[config.mk]
export PLATFORM = sky130hd
export DESIGN_NAME = timer_prescaler_and_control
export DESIGN_NICKNAME = d
export VERILOG_FILES = /design/src/core/timer_pkg.sv /design/src/core/timer_prescaler_and_control.sv
export SDC_FILE = /design/constraint.sdc
export NUM_CORES = 1
export LEC_CHECK = 0
export BUFFER_PORTS_ARGS = -buffer_cell sky130_fd_sc_hd__buf_2
export CORE_ASPECT_RATIO = 1.5
export CORE_MARGIN = 1
export CORE_UTILIZATION = 60
export CTS_CLUSTER_DIAMETER = 30
export DETAILED_ROUTE_END_ITERATION = 8
export PLACE_DENSITY_LB_ADDON = 0.05
export SLEW_MARGIN = 30
export SYNTH_ARGS = -nofsm -noshare
export SYNTH_HDL_FRONTEND = slang
export SYNTH_SLANG_ARGS = --single-unit
export TNS_END_PERCENT = 5
[constraint.sdc]
create_clock -name core_clk_i -period 7.49 [get_ports core_clk_i]
set_clock_uncertainty 0.15 [all_clocks]
set_input_delay 0.3745 -clock core_clk_i [delete_from_list [all_inputs] [get_ports core_clk_i]]
set_output_delay 0.3745 -clock core_clk_i [all_outputs]
set_load 0.03 [all_outputs]
[src/core/timer_pkg.sv]
// Constants, field layouts and carrier types of the prescaler and timer block
package timer_pkg;

    // --------
    // Sizes
    // --------
    localparam int NUM_TIMERS = 3;
    localparam int CNT_W      = 24;
    localparam int PRE_W      = 21;
    localparam int DATA_W     = 32;
    localparam int ADDR_W     = 8;

    // --------
    // Register byte offsets
    // --------
    localparam logic [7:0] OFS_SETUP      = 8'h00;
    localparam logic [7:0] OFS_PCOUNT     = 8'h04;
    localparam logic [7:0] OFS_TIMER_BASE = 8'h10;
    localparam logic [7:0] TIMER_STRIDE   = 8'h10;
    localparam logic [3:0] OFS_CSR        = 4'h0;
    localparam logic [3:0] OFS_START      = 4'h4;
    localparam logic [3:0] OFS_MATCH      = 4'h8;
    localparam logic [3:0] OFS_COUNT      = 4'hC;

    // --------
    // Field positions
    // --------
    localparam int SRC_LSB   = 21;
    localparam int ON_BIT    = 0;
    localparam int OIE_BIT   = 1;
    localparam int CIE_BIT   = 2;
    localparam int MODE_LSB  = 4;
    localparam int DIR_BIT   = 11;
    localparam int DIN_BIT   = 12;
    localparam int DOUT_BIT  = 13;
    localparam int PCE_BIT   = 15;
    localparam int OVF_BIT   = 20;
    localparam int MATCH_BIT = 21;

    // --------
    // Reset values and codes
    // --------
    localparam logic [PRE_W-1:0] PRELOAD_RST = 21'h000000;
    localparam logic [1:0]       SRC_RST     = 2'h0;
    localparam logic [CNT_W-1:0] CNT_RST     = 24'h000000;
    localparam logic [CNT_W-1:0] CNT_MAX     = 24'hFFFFFF;
    localparam logic [1:0]       SRC_CLK2    = 2'h0;
    localparam logic [1:0]       SRC_PIN     = 2'h1;

    localparam logic [3:0] MODE_GPIO      = 4'h0;
    localparam logic [3:0] MODE_PULSE     = 4'h1;
    localparam logic [3:0] MODE_TOGGLE    = 4'h2;
    localparam logic [3:0] MODE_EVENT     = 4'h3;
    localparam logic [3:0] MODE_WIDTH     = 4'h4;
    localparam logic [3:0] MODE_PERIOD    = 4'h5;
    localparam logic [3:0] MODE_CAPTURE   = 4'h6;
    localparam logic [3:0] MODE_PWM       = 4'h7;
    localparam logic [3:0] MODE_WD_PULSE  = 4'h9;
    localparam logic [3:0] MODE_WD_TOGGLE = 4'hA;

    // --------
    // Carriers
    // --------
    typedef struct packed {
        logic       use_prescaler_bit;
        logic       dout;
        logic       dir;
        logic [3:0] mode;
        logic       cie;
        logic       oie;
        logic       on;
    } timer_ctrl_t;

    localparam timer_ctrl_t CTRL_RST = '0;

    typedef struct packed {
        logic [PRE_W-1:0] preload;
        logic [1:0]       src;
    } divider_setup_t;

endpackage

[src/core/timer_prescaler_and_control.sv]
// Shared prescaler and three timer control/status units behind an AHB-Lite slave
// Function
// [RULE_01] Preload reloads counter at zero or enable
// [RULE_02] Divide factor equals preload plus one
// [RULE_03] Resets clear preload and source fields
// [RULE_04] Source 00 internal half clock, 01 pin
// [RULE_05] Prescaler pin use ignores timer 0 settings
// [RULE_06] External source counts synchronized pin transitions
// [RULE_07] External source below quarter internal frequency
// [RULE_08] Change source only while prescaler disabled
// [RULE_09] Setup bit 23 reads zero
// [RULE_10] Count register read-only, upper bits zero
// [RULE_11] Enable clears counter; clearing disables timer
// [RULE_12] Disabled non-GPIO timer 0 floats pin
// [RULE_13] Wrap from all-ones raises overflow interrupt
// [RULE_14] Match raises compare interrupt in counting modes
// [RULE_15] Count up from start value
// [RULE_16] Timer 0 modes zero to three
// [RULE_17] Timer 0 modes four to ten
// [RULE_18] GPIO only when mode field zero
// [RULE_19] Event mode counts synchronized pin transitions
// [RULE_20] Resets clear mode, enable, interrupt enables
// [RULE_21] Change mode only while timer disabled
// [RULE_22] Timers 1 and 2 only mode zero
// [RULE_23] Prescaler decrements, runs when timer uses it
// [RULE_24] Use-prescaler bit selects prescaler clock
// [RULE_25] Reserved codes stop counting, float pin
`timescale 1ns/10ps
`default_nettype none

module timer_prescaler_and_control
    import timer_pkg::*;
(
    input  wire logic                  core_clk_i,
    input  wire logic                  srst_i,
    input  wire logic                  ce_i,
    input  wire logic                  soft_reset_i,
    input  wire logic                  hsel_i,
    input  wire logic [DATA_W-1:0]     haddr_i,
    input  wire logic [1:0]            htrans_i,
    input  wire logic                  hwrite_i,
    input  wire logic [2:0]            hsize_i,
    input  wire logic [DATA_W-1:0]     hwdata_i,
    input  wire logic                  hready_i,
    output logic                       hreadyout_o,
    output logic                       hresp_o,
    output logic [DATA_W-1:0]          hrdata_o,
    input  wire logic                  timer_io_pin_i,
    output logic                       timer_io_pin_o,
    output logic                       timer_io_pin_oe_o,
    output logic [NUM_TIMERS-1:0]      ovf_irq_o,
    output logic [NUM_TIMERS-1:0]      match_irq_o
);

    // --------
    // Decode helpers
    // --------
    function automatic logic [7:0] timer_base(input int idx);
        timer_base = 8'(int'(OFS_TIMER_BASE) + idx * int'(TIMER_STRIDE));
    endfunction

    function automatic logic mode_legal(input int idx, input logic [3:0] m);
        if (idx != 0) begin
            mode_legal = (m == MODE_GPIO);
        end else begin
            mode_legal = (m <= MODE_PWM) || (m == MODE_WD_PULSE) || (m == MODE_WD_TOGGLE);
        end
    endfunction

    function automatic logic mode_compares(input logic [3:0] m);
        mode_compares = (m <= MODE_EVENT) || (m == MODE_PWM)
                     || (m == MODE_WD_PULSE) || (m == MODE_WD_TOGGLE);
    endfunction

    function automatic logic mode_drives(input logic [3:0] m);
        mode_drives = (m == MODE_PULSE) || (m == MODE_TOGGLE) || (m == MODE_PWM)
                   || (m == MODE_WD_PULSE) || (m == MODE_WD_TOGGLE);
    endfunction

    // --------
    // Common clear, bus slave
    // --------
    logic                clr;
    logic                accept;
    logic                wr_pend;
    logic                rd_wait;
    logic [ADDR_W-1:0]   wr_addr;
    logic [ADDR_W-1:0]   rd_addr;
    logic [DATA_W-1:0]   rd_word;
    logic                wr_strobe;

    assign clr       = srst_i | soft_reset_i;
    assign accept    = hsel_i & htrans_i[1] & hready_i;
    assign wr_strobe = wr_pend & ce_i;

    always_ff @(posedge core_clk_i) begin
        if (clr) begin
            wr_pend <= 1'b0;
            rd_wait <= 1'b0;
            wr_addr <= '0;
            rd_addr <= '0;
        end else if (ce_i) begin
            wr_pend <= accept & hwrite_i;
            rd_wait <= accept & ~hwrite_i;
            if (accept) begin
                wr_addr <= haddr_i[ADDR_W-1:0];
                rd_addr <= haddr_i[ADDR_W-1:0];
            end
        end
    end

    always_ff @(posedge core_clk_i) begin
        if (clr) begin
            hrdata_o <= '0;
        end else if (ce_i && rd_wait) begin
            hrdata_o <= rd_word;
        end
    end

    // Reads take one wait state so a write just before is visible
    assign hreadyout_o = ~rd_wait;
    assign hresp_o     = 1'b0;

    // --------
    // Pin synchroniser and internal half-rate tick
    // --------
    logic pin_s1;
    logic pin_s2;
    logic pin_s3;
    logic pin_rise;
    logic pin_fall;
    logic half_phase;
    logic clk2_tick;

    always_ff @(posedge core_clk_i) begin
        if (clr) begin
            pin_s1     <= 1'b0;
            pin_s2     <= 1'b0;
            pin_s3     <= 1'b0;
            half_phase <= 1'b0;
        end else if (ce_i) begin
            pin_s1     <= timer_io_pin_i;  // RULE_06
            pin_s2     <= pin_s1;
            pin_s3     <= pin_s2;
            half_phase <= ~half_phase;
        end
    end

    assign pin_rise  = pin_s2 & ~pin_s3;
    assign pin_fall  = ~pin_s2 & pin_s3;
    assign clk2_tick = half_phase;

    // --------
    // Prescaler
    // --------
    divider_setup_t          setup;
    logic [PRE_W-1:0]        pcnt;
    logic                    pre_en;
    logic                    pre_en_q;
    logic                    pre_tick;
    logic                    pre_pulse;
    logic                    setup_wr;
    logic [NUM_TIMERS-1:0]   uses_pre;

    assign setup_wr = wr_strobe && (wr_addr == OFS_SETUP);
    assign pre_en   = |uses_pre;  // RULE_23
    assign pre_tick = (setup.src == SRC_CLK2) ? clk2_tick  // RULE_04
                    : (setup.src == SRC_PIN)  ? pin_rise   // RULE_05 RULE_06
                    : 1'b0;  // RULE_25

    always_ff @(posedge core_clk_i) begin
        if (clr) begin
            setup.preload <= PRELOAD_RST;  // RULE_03
            setup.src     <= SRC_RST;
        end else if (ce_i && setup_wr) begin
            setup.preload <= hwdata_i[PRE_W-1:0];  // RULE_01
            setup.src     <= hwdata_i[SRC_LSB+1:SRC_LSB];
        end
    end

    always_ff @(posedge core_clk_i) begin
        if (clr) begin
            pcnt      <= PRELOAD_RST;
            pre_en_q  <= 1'b0;
            pre_pulse <= 1'b0;
        end else if (ce_i) begin
            pre_en_q  <= pre_en;
            pre_pulse <= 1'b0;
            if (pre_en && !pre_en_q) begin
                pcnt <= setup.preload;  // RULE_01
            end else if (pre_en && pre_tick) begin
                if (pcnt == '0) begin
                    pcnt      <= setup.preload;  // RULE_01 RULE_02
                    pre_pulse <= 1'b1;
                end else begin
                    pcnt <= pcnt - 1'b1;  // RULE_23
                end
            end
        end
    end

    // --------
    // Timers
    // --------
    logic [DATA_W-1:0] t_rdata [NUM_TIMERS];
    logic [NUM_TIMERS-1:0] t_hit;
    logic              pin_drive;
    logic              pin_level;

    genvar gi;
    generate
        for (gi = 0; gi < NUM_TIMERS; gi++) begin : g_timer
            localparam logic [7:0] BASE = timer_base(gi);

            timer_ctrl_t      ctrl;
            logic [CNT_W-1:0] cnt;
            logic [CNT_W-1:0] start_val;
            logic [CNT_W-1:0] match_val;
            logic             first;
            logic             ovf_flag;
            logic             match_flag;
            logic             out_lvl;
            logic             legal;
            logic             src_ev;
            logic             event_ok;
            logic [CNT_W-1:0] next_cnt;
            logic             wrap;
            logic             hit;
            logic             meas_done;
            logic             csr_wr;
            logic             start_wr;
            logic             match_wr;
            logic             sel;
            logic             turn_on;
            logic [DATA_W-1:0] csr_word;

            assign sel      = (rd_addr[7:4] == BASE[7:4]);
            assign csr_wr   = wr_strobe && (wr_addr == (BASE | 8'(OFS_CSR)));
            assign start_wr = wr_strobe && (wr_addr == (BASE | 8'(OFS_START)));
            assign match_wr = wr_strobe && (wr_addr == (BASE | 8'(OFS_MATCH)));
            assign turn_on  = csr_wr && hwdata_i[ON_BIT] && !ctrl.on;

            assign legal  = mode_legal(gi, ctrl.mode);  // RULE_16 RULE_17 RULE_22 RULE_25
            assign src_ev = ctrl.use_prescaler_bit ? pre_pulse  // RULE_24
                          : ((gi == 0) && (ctrl.mode == MODE_EVENT)) ? pin_rise  // RULE_19
                          : clk2_tick;
            assign event_ok = ctrl.on && legal && src_ev;  // RULE_11 RULE_25
            assign next_cnt = first ? start_val : cnt + 1'b1;  // RULE_15
            assign wrap     = event_ok && !first && (cnt == CNT_MAX);  // RULE_13
            assign hit      = event_ok && mode_compares(ctrl.mode)
                           && (next_cnt == match_val);  // RULE_14 RULE_15
            assign meas_done = (gi == 0) && ctrl.on && (
                                  ((ctrl.mode == MODE_WIDTH)   && pin_fall)
                               || ((ctrl.mode == MODE_PERIOD)  && pin_rise)
                               || ((ctrl.mode == MODE_CAPTURE) && pin_rise));
            assign uses_pre[gi] = ctrl.on && ctrl.use_prescaler_bit;  // RULE_23

            always_ff @(posedge core_clk_i) begin
                if (clr) begin
                    ctrl <= CTRL_RST;  // RULE_20
                end else if (ce_i && csr_wr) begin
                    ctrl.on   <= hwdata_i[ON_BIT];  // RULE_11
                    ctrl.oie  <= hwdata_i[OIE_BIT];
                    ctrl.cie  <= hwdata_i[CIE_BIT];
                    ctrl.mode <= hwdata_i[MODE_LSB+3:MODE_LSB];
                    ctrl.dir  <= (gi == 0) ? hwdata_i[DIR_BIT] : 1'b0;
                    ctrl.dout <= (gi == 0) ? hwdata_i[DOUT_BIT] : 1'b0;
                    ctrl.use_prescaler_bit  <= hwdata_i[PCE_BIT];
                end
            end

            always_ff @(posedge core_clk_i) begin
                if (clr) begin
                    start_val <= CNT_RST;
                    match_val <= CNT_RST;
                end else if (ce_i) begin
                    if (start_wr) begin
                        start_val <= hwdata_i[CNT_W-1:0];
                    end
                    if (match_wr) begin
                        match_val <= hwdata_i[CNT_W-1:0];
                    end
                end
            end

            always_ff @(posedge core_clk_i) begin
                if (clr) begin
                    cnt   <= CNT_RST;
                    first <= 1'b0;
                end else if (ce_i) begin
                    if (turn_on) begin
                        cnt   <= CNT_RST;  // RULE_11
                        first <= 1'b1;
                    end else if (event_ok) begin
                        cnt   <= next_cnt;  // RULE_15
                        first <= 1'b0;
                    end
                end
            end

            // Flags: hardware set wins over write-one clear; disabling clears
            always_ff @(posedge core_clk_i) begin
                if (clr) begin
                    ovf_flag   <= 1'b0;
                    match_flag <= 1'b0;
                end else if (ce_i) begin
                    if (wrap) begin
                        ovf_flag <= 1'b1;  // RULE_13
                    end else if ((csr_wr && hwdata_i[OVF_BIT]) || !ctrl.on) begin
                        ovf_flag <= 1'b0;
                    end
                    if (hit || meas_done) begin
                        match_flag <= 1'b1;  // RULE_14
                    end else if ((csr_wr && hwdata_i[MATCH_BIT]) || !ctrl.on) begin
                        match_flag <= 1'b0;
                    end
                end
            end

            // Output level of the driving modes
            always_ff @(posedge core_clk_i) begin
                if (clr) begin
                    out_lvl <= 1'b0;
                end else if (ce_i) begin
                    if (turn_on) begin
                        out_lvl <= 1'b0;
                    end else if ((ctrl.mode == MODE_PULSE) || (ctrl.mode == MODE_WD_PULSE)) begin
                        out_lvl <= hit;
                    end else if ((ctrl.mode == MODE_TOGGLE) || (ctrl.mode == MODE_WD_TOGGLE)) begin
                        out_lvl <= out_lvl ^ hit;
                    end else if (ctrl.mode == MODE_PWM) begin
                        if (hit) begin
                            out_lvl <= 1'b0;
                        end else if (wrap || (event_ok && first)) begin
                            out_lvl <= 1'b1;
                        end
                    end
                end
            end

            assign ovf_irq_o[gi]   = ovf_flag & ctrl.oie;  // RULE_13
            assign match_irq_o[gi] = match_flag & ctrl.cie;  // RULE_14

            assign csr_word = {8'h00, 2'b00, match_flag, ovf_flag, 4'h0, ctrl.use_prescaler_bit,
                               1'b0, ctrl.dout, (gi == 0) ? pin_s2 : 1'b0, ctrl.dir,
                               3'b000, ctrl.mode, 1'b0, ctrl.cie, ctrl.oie, ctrl.on};

            assign t_hit[gi]   = sel;
            assign t_rdata[gi] = (rd_addr[3:0] == OFS_CSR)   ? csr_word
                               : (rd_addr[3:0] == OFS_MATCH) ? {8'h00, match_val}
                               : (rd_addr[3:0] == OFS_COUNT) ? {8'h00, cnt}
                               : '0;

            if (gi == 0) begin : g_pin
                logic gpio_mode;
                logic drive_q;
                logic level_q;

                assign gpio_mode = (ctrl.mode == MODE_GPIO);  // RULE_18

                always_ff @(posedge core_clk_i) begin
                    if (clr) begin
                        drive_q <= 1'b0;
                        level_q <= 1'b0;
                    end else if (ce_i) begin
                        drive_q <= gpio_mode ? ctrl.dir  // RULE_18
                                 : (ctrl.on && legal && mode_drives(ctrl.mode));  // RULE_12 RULE_25
                        level_q <= gpio_mode ? ctrl.dout : out_lvl;
                    end
                end

                assign pin_drive = drive_q;
                assign pin_level = level_q;
            end
        end
    endgenerate

    // --------
    // Read selection and pin
    // --------
    logic [DATA_W-1:0] timer_word;

    assign timer_word = t_hit[0] ? t_rdata[0]
                      : t_hit[1] ? t_rdata[1]
                      : t_hit[2] ? t_rdata[2]
                      : '0;

    assign rd_word = (rd_addr == OFS_SETUP)  ? {9'h000, setup.src, setup.preload}  // RULE_09
                   : (rd_addr == OFS_PCOUNT) ? {11'h000, pcnt}  // RULE_10
                   : timer_word;

    assign timer_io_pin_o    = pin_level;
    assign timer_io_pin_oe_o = pin_drive;

endmodule

`default_nettype wire

==> results of run 1 <==
[cell usage after synthesis, types with 13 or more instances]
master	number
inv_1	44
nand4_1	41
clkbuf_1	173
buf_1	17
o211ai_1	14
and3_1	18
dfxtp_1	338
o22ai_1	20
mux2i_1	94
o21ai_0	146
a31oi_1	26
nand3_1	70
nor2_1	216
buf_4	13
a22oi_1	56
xor2_1	43
nand2_1	545
and2_1	14
or3_1	14
nor3_1	43
xnor2_1	87
a21oi_1	303
a211oi_1	26
nor4_1	20
[metal layers]
metal,vias to the layer above,share of wire (%),GRT usage (%),wire length (µm)
li1,9027,-,-,-
met1,9099,37,49.8,25500
met2,996,45,67.8,31400
met3,296,8.9,8.22,6190
met4,0,9.5,36.0,6590
met5,-,0,0,0
[power by group]
part	internal, mW	switching (mW)	leakage, nW
Sequential	1.80	0.00284	2.72
Clock	1.88	0.988	0.994
Combinational	0.0240	0.108	3.01
[metrics by stage]
stage / area [µm²] / cells / power (mW)
2_1_floorplan: 19000 / 2590 / 1.90
3_3_place_gp: 19300 / 2891 / 1.96
3_5_place_dp: 19300 / 2893 / 1.96
4_1_cts: 21500 / 3011 / 4.81
5_1_grt: 21500 / 3011 / 4.90
6_report: 21500 / 3011 / 4.81
[worst max-delay path, stage by stage (launching register included)]
cell,delay [ns]
dfxtp_4,0.52
nor4_1,0.33
buf_4,0.22
nand3_1,0.19
nor2_1,0.84
nand2_1,0.82
a41o_1,0.44
a32o_1,0.21
a21oi_1,0.16
nor4_2,0.05
[path summary, 6_finish.rpt]
kind	endpoint	slack (ns)	from	cells past startpoint
worst max-delay path	g_timer[0].out_lvl	3.40	rd_addr[2]	9
worst min-delay path	g_timer[2].start_val[21]	0.05	hwdata_i[21]	3
worst max register to register	g_timer[0].out_lvl	3.40	rd_addr[2]	9
worst min register to register	g_timer[2].start_val[21]	0.30	g_timer[2].start_val[21]	2
[sequential cells by signal, indices dropped and copies added, names as in the netlist, 3 cells and up]
| signal | flops |
|---|---|
| g_timer.start_val | 72 |
| pcnt | 21 |
| g_timer.match_flag | 3 |
| g_timer.csr_word | 26 |
| hrdata_o | 24 |
| rd_addr | 8 |
| g_timer.cnt | 72 |
| setup | 23 |
| g_timer.match_val | 72 |
| g_timer.ovf_flag | 3 |
| g_timer.first | 3 |
[final cells by class]
cell class,instances,share of cell area (%)
clock buffers,67,7.08
flip-flops and latches,338,31.4
multi-input cells,1997,52.2
clock inverters,40,2.69
inverters,44,0.766
well taps,405,2.35
repair buffers,120,3.51
[cells in the final DEF, fill, tap and decap left out, types with 18 or more instances in the layout]
cell type and count:
buf_4 33, buf_2 73, dfxtp_1 335, and3_1 18
xor2_1 43, nand4_1 41, a21oi_1 303, nor2_1 213
xnor2_1 87, inv_1 44, mux2i_1 94, nand3_1 70
a22oi_1 56, nor4_1 20, a211oi_1 26, o22ai_1 20
nor3_1 42, nand2_1 541, clkbuf_16 59, a31oi_1 24
o21ai_0 146
[cell families after synthesis]
family	count (synthesis)
compound gates	698
xor+xnor	131
fa+ha+maj	4
buf+inv	255
mux	98
other cells	1
simple gates	1057
flops	338
==> flow_metrics.tcl, run 1 <==
set metrics [dict create \
    dr.first_iter.drc_count 2196 \
    synth_flop_cell "dfxtp_1" \
    nets 2639 \
    dp_hpwl_um 46500 \
    finalHoldViolCount 0 \
    initial_core_util_pct 61.0 \
    grt_use_total_pct 42.7 \
    cts_hold_buf 11 \
    post_drt_wl_per_cell_um 23.1 \
    dr.pass1.iters 7 \
    finalSetupTns_ns 0 \
    grt_pass1_wl_um 105000 \
    ant_nets 0 \
    ys_top_cells_by_area "dfxtp_1, nand2_1, a21oi_1" \
    regArea_um2 6770 \
    overflow 0 \
    grt_pass1_vias 17900 \
    die_w_um 147 \
    synth-seq-cells 338 \
    drv_slew 0 \
    post-cts-setup-buffers 0 \
    syn_inst 2582 \
    cts-root-buf "clkbuf_16" \
    hold_path_class "in -> reg" \
    end_kind "flip-flop" \
    ys_seq_area_share_pct 35.7 \
    synth_top_family_by_area "simple AND/OR/NAND/NOR gates" \
    cts.sinks 338 \
    status "finished clean" \
    antenna_cells 0 \
    p_leak_nw 6.73 \
    synth_top_area_share_pct 35.7 \
    cts_tree "yes" \
    synth_area_um2 18900 \
    worst_pin_slew_ns 1.02 \
    slew_headroom_pct 32.0 \
    cts_resized 0 \
    coreArea_um2 31000 \
    cts-htree-levels 2 \
    period_minus_slack_ns 4.09 \
    synth-compound-area-share_pct 22.1 \
    final_util_pct 69.4 \
    clk_latency_ns 0.59 \
    peakVddDrop_uv 237 \
    final-setup-viol-count 0 \
    holdWs_ns 0.0468 \
    drive_above_1_share_pct 9.63 \
    nFillCells 2698 \
    synthSimpleGateAreaFrac_pct 25.1 \
    grt_max_degree 107 \
    syn_avg_cell_area_um2 7.34 \
    die-area_um2 32300 \
    crit_fanout 39 \
    power.density_nw_per_um2 223 \
    cap_viol_max_count 0 \
    port_buffers 73 \
    critPathKind "reg -> reg" \
    fmax_ghz 0.244 \
    antenna_found_initial 1 \
    area_delta_synth_final_pct 13.7 \
    fin_crit_sh_pct 54.6 \
    clockBufferDepth 3 \
    start_kind "flip-flop" \
    clk_pin_slew_worst_paths_ns 0.05 \
    drcViolationCount 0 \
    avgViaCountPerCell 6.45 \
    synth_edf_count 0 \
    place_ws_ns 3.52 \
    fin_ws_ns 3.40 \
    gp_congestion 0.991 \
    synth_xor_area_share_pct 6.13 \
    num_io_pins 119 \
    wl_um 69700 \
    async_flop_share_pct 0 \
    fp-row-count 79 \
    synthAdderAreaFrac_pct 0.264 \
    synthMuxAreaShare_pct 5.26 \
    multi_input_area_um2 11200 \
    synth_largest_area_cell "dfxtp_1" \
    synth_cell_types 82 \
    die_h_um 220 \
    synth_warnings 0 \
    rsz0062_at_grt "no" \
    required_ns 7.78 \
    crit_arrival_ns 4.38 \
    via_count 19400 \
    numCtsBuffers 57 \
]
Power figures use the tool's default switching activity.
==> run 2, diff against run 1 <==
Settings changed: CORE_UTILIZATION 60 to 56.
Clock period 7.49 ns to 3.48 ns, I/O delays scaled along.
==> flow_metrics.tcl, run 2 (synthesis gave the netlist of run 1 again) <==
set metrics [dict create \
    cts-root-buf "clkbuf_16" \
    dpl_cell_area_um2 19700 \
    worst_pin_slew_ns 0.907 \
    required_ns 3.77 \
    numCtsBuffers 61 \
    dp_hpwl_um 50700 \
    reg_top3 "g_timer.cnt: 72 flops, g_timer.match_val: 72 flops, g_timer.start_val: 72 flops" \
    fmax_ghz 0.311 \
    dr.first_iter.drc_count 2007 \
    via_count 19900 \
    nets 2714 \
    critPathKind "reg -> reg" \
    wl_um 74300 \
    fin_ws_ns 0.268 \
    finalInstanceArea_um2 22200 \
    grt_max_degree 135 \
    antenna_cells 0 \
    start_kind "flip-flop" \
    initial_core_util_pct 56.8 \
    crit_arrival_ns 3.50 \
    clockBufferDepth 3 \
    finalHoldViolCount 0 \
    cts_resized 0 \
    overflow 0 \
    post_drt_wl_per_cell_um 23.9 \
    die-area_um2 34600 \
    final-setup-viol-count 0 \
    end_kind "flip-flop" \
    clk_latency_ns 0.61 \
    nFillCells 2961 \
    num_io_pins 119 \
    gp_congestion 1.02 \
    die_w_um 152 \
    dr.pass1.iters 9 \
    drive_above_1_share_pct 11.3 \
    r2r_slack_ns 0.27 \
    dpl.cell_count 2954 \
    period_minus_slack_ns 3.21 \
    grt_pass1_vias 18900 \
    final_common_cell "nand2_1" \
    grt_pass1_wl_um 112000 \
    cts_tree "yes" \
    port_buffers 73 \
    place_ws_ns 0.370 \
    fin_cells 3105 \
    status "finished with violations" \
    finalSetupTns_ns 0 \
    rsz0062_at_grt "no" \
    avgViaCountPerCell 6.39 \
    hold_path_class "in -> reg" \
    coreArea_um2 33300 \
    final_util_pct 66.6 \
    slew_headroom_pct 37.8 \
    grt_use_total_pct 42.7 \
    violations "design-rule violations" \
    drcViolationCount 9 \
    fin_crit_sh_pct 92.3 \
    ant_nets 0 \
    clk_pin_slew_worst_paths_ns 0.05 \
    peakVddDrop_uv 397 \
    cap_viol_max_count 0 \
    cts-htree-levels 2 \
    crit_fanout 8 \
    area_delta_synth_final_pct 17.3 \
    drv_slew 0 \
    fp-row-count 82 \
    cts.sinks 338 \
    mostFrequentLayoutCells "nand2_1, dfxtp_1, a21oi_1, nor2_1, o21ai_0" \
    antenna_found_initial 0 \
    die_h_um 227 \
    p_leak_nw 7.11 \
    power.density_nw_per_um2 464 \
]
[run 2: changes by cell type in the layout (fill, tap and decap cells not counted), sizes merged]
| cell | delta |
|---|---|
| dlygate4sd3 | +25 |
| clkinv | +3 |
| clkinvlp | -3 |
| inv | +4 |
| buf | +46 |
| bufinv | -7 |
| clkbuf | +11 |
[run 2: worst paths after layout]
kind	start	end	cells past startpoint
worst max-delay path	g_timer[0].csr_word[7]	g_timer[0].out_lvl	9
worst min-delay path	htrans_i[1]	rd_addr[2]	4
worst max register to register	g_timer[0].csr_word[7]	g_timer[0].out_lvl	9
worst min register to register	g_timer[0].start_val[8]	g_timer[0].start_val[8]	2
[run 2: layout make-up]
cell class / instances / area [µm²] / share of cell area [%]
Clock buffer: 78 / 1720 / 7.75
Clock inverter: 37 / 405 / 1.82
Timing Repair Buffer: 191 / 1390 / 6.26
Sequential cell: 338 / 6770 / 30.5
Multi-Input combinational cell: 1997 / 11200 / 50.6
Tap cell: 420 / 526 / 2.36
Inverter: 44 / 165 / 0.743
[run 2: timing repair]
action	CTS	global route
setup buffers	0	0
hold endpoints to repair	206	0
hold buffers	36	0
[run 2: where the power goes]
part           internal [mW]  leakage (nW)  total (mW)  switching, mW
Combinational         0.0755          3.36       0.321          0.246
Clock                   3.90          1.03        6.11           2.21
Sequential              3.88          2.72        3.88        0.00511
[run 2: critical path, stage by stage (launching register included)]
cell      delay (ns)
dfxtp_1         0.39
nor4bb_1        0.38
mux2i_1         0.15
a211oi_1        0.74
o41a_1          0.29
nand4_1         0.09
nor4_1          0.42
buf_4           0.20
and4_1          0.19
nor4_2          0.05
[run 2: per-stage QoR]
stage	power, mW	hold WS, ns
floorplan	4.10	0.160
global placement	4.23	0.264
detailed placement	4.24	0.260
CTS	10.3	0.0335
global route	10.5	0.0905
finish	10.3	0.0731
[run 2: layer usage]
metal | routed length, µm | up-vias | track usage, %
li1 | - | 9178 | -
met1 | 27400 | 9384 | 49.0
met3 | 6590 | 276 | 7.96
met2 | 33400 | 1015 | 68.9
met5 | 0 | - | 0
met4 | 6900 | 0 | 37.3
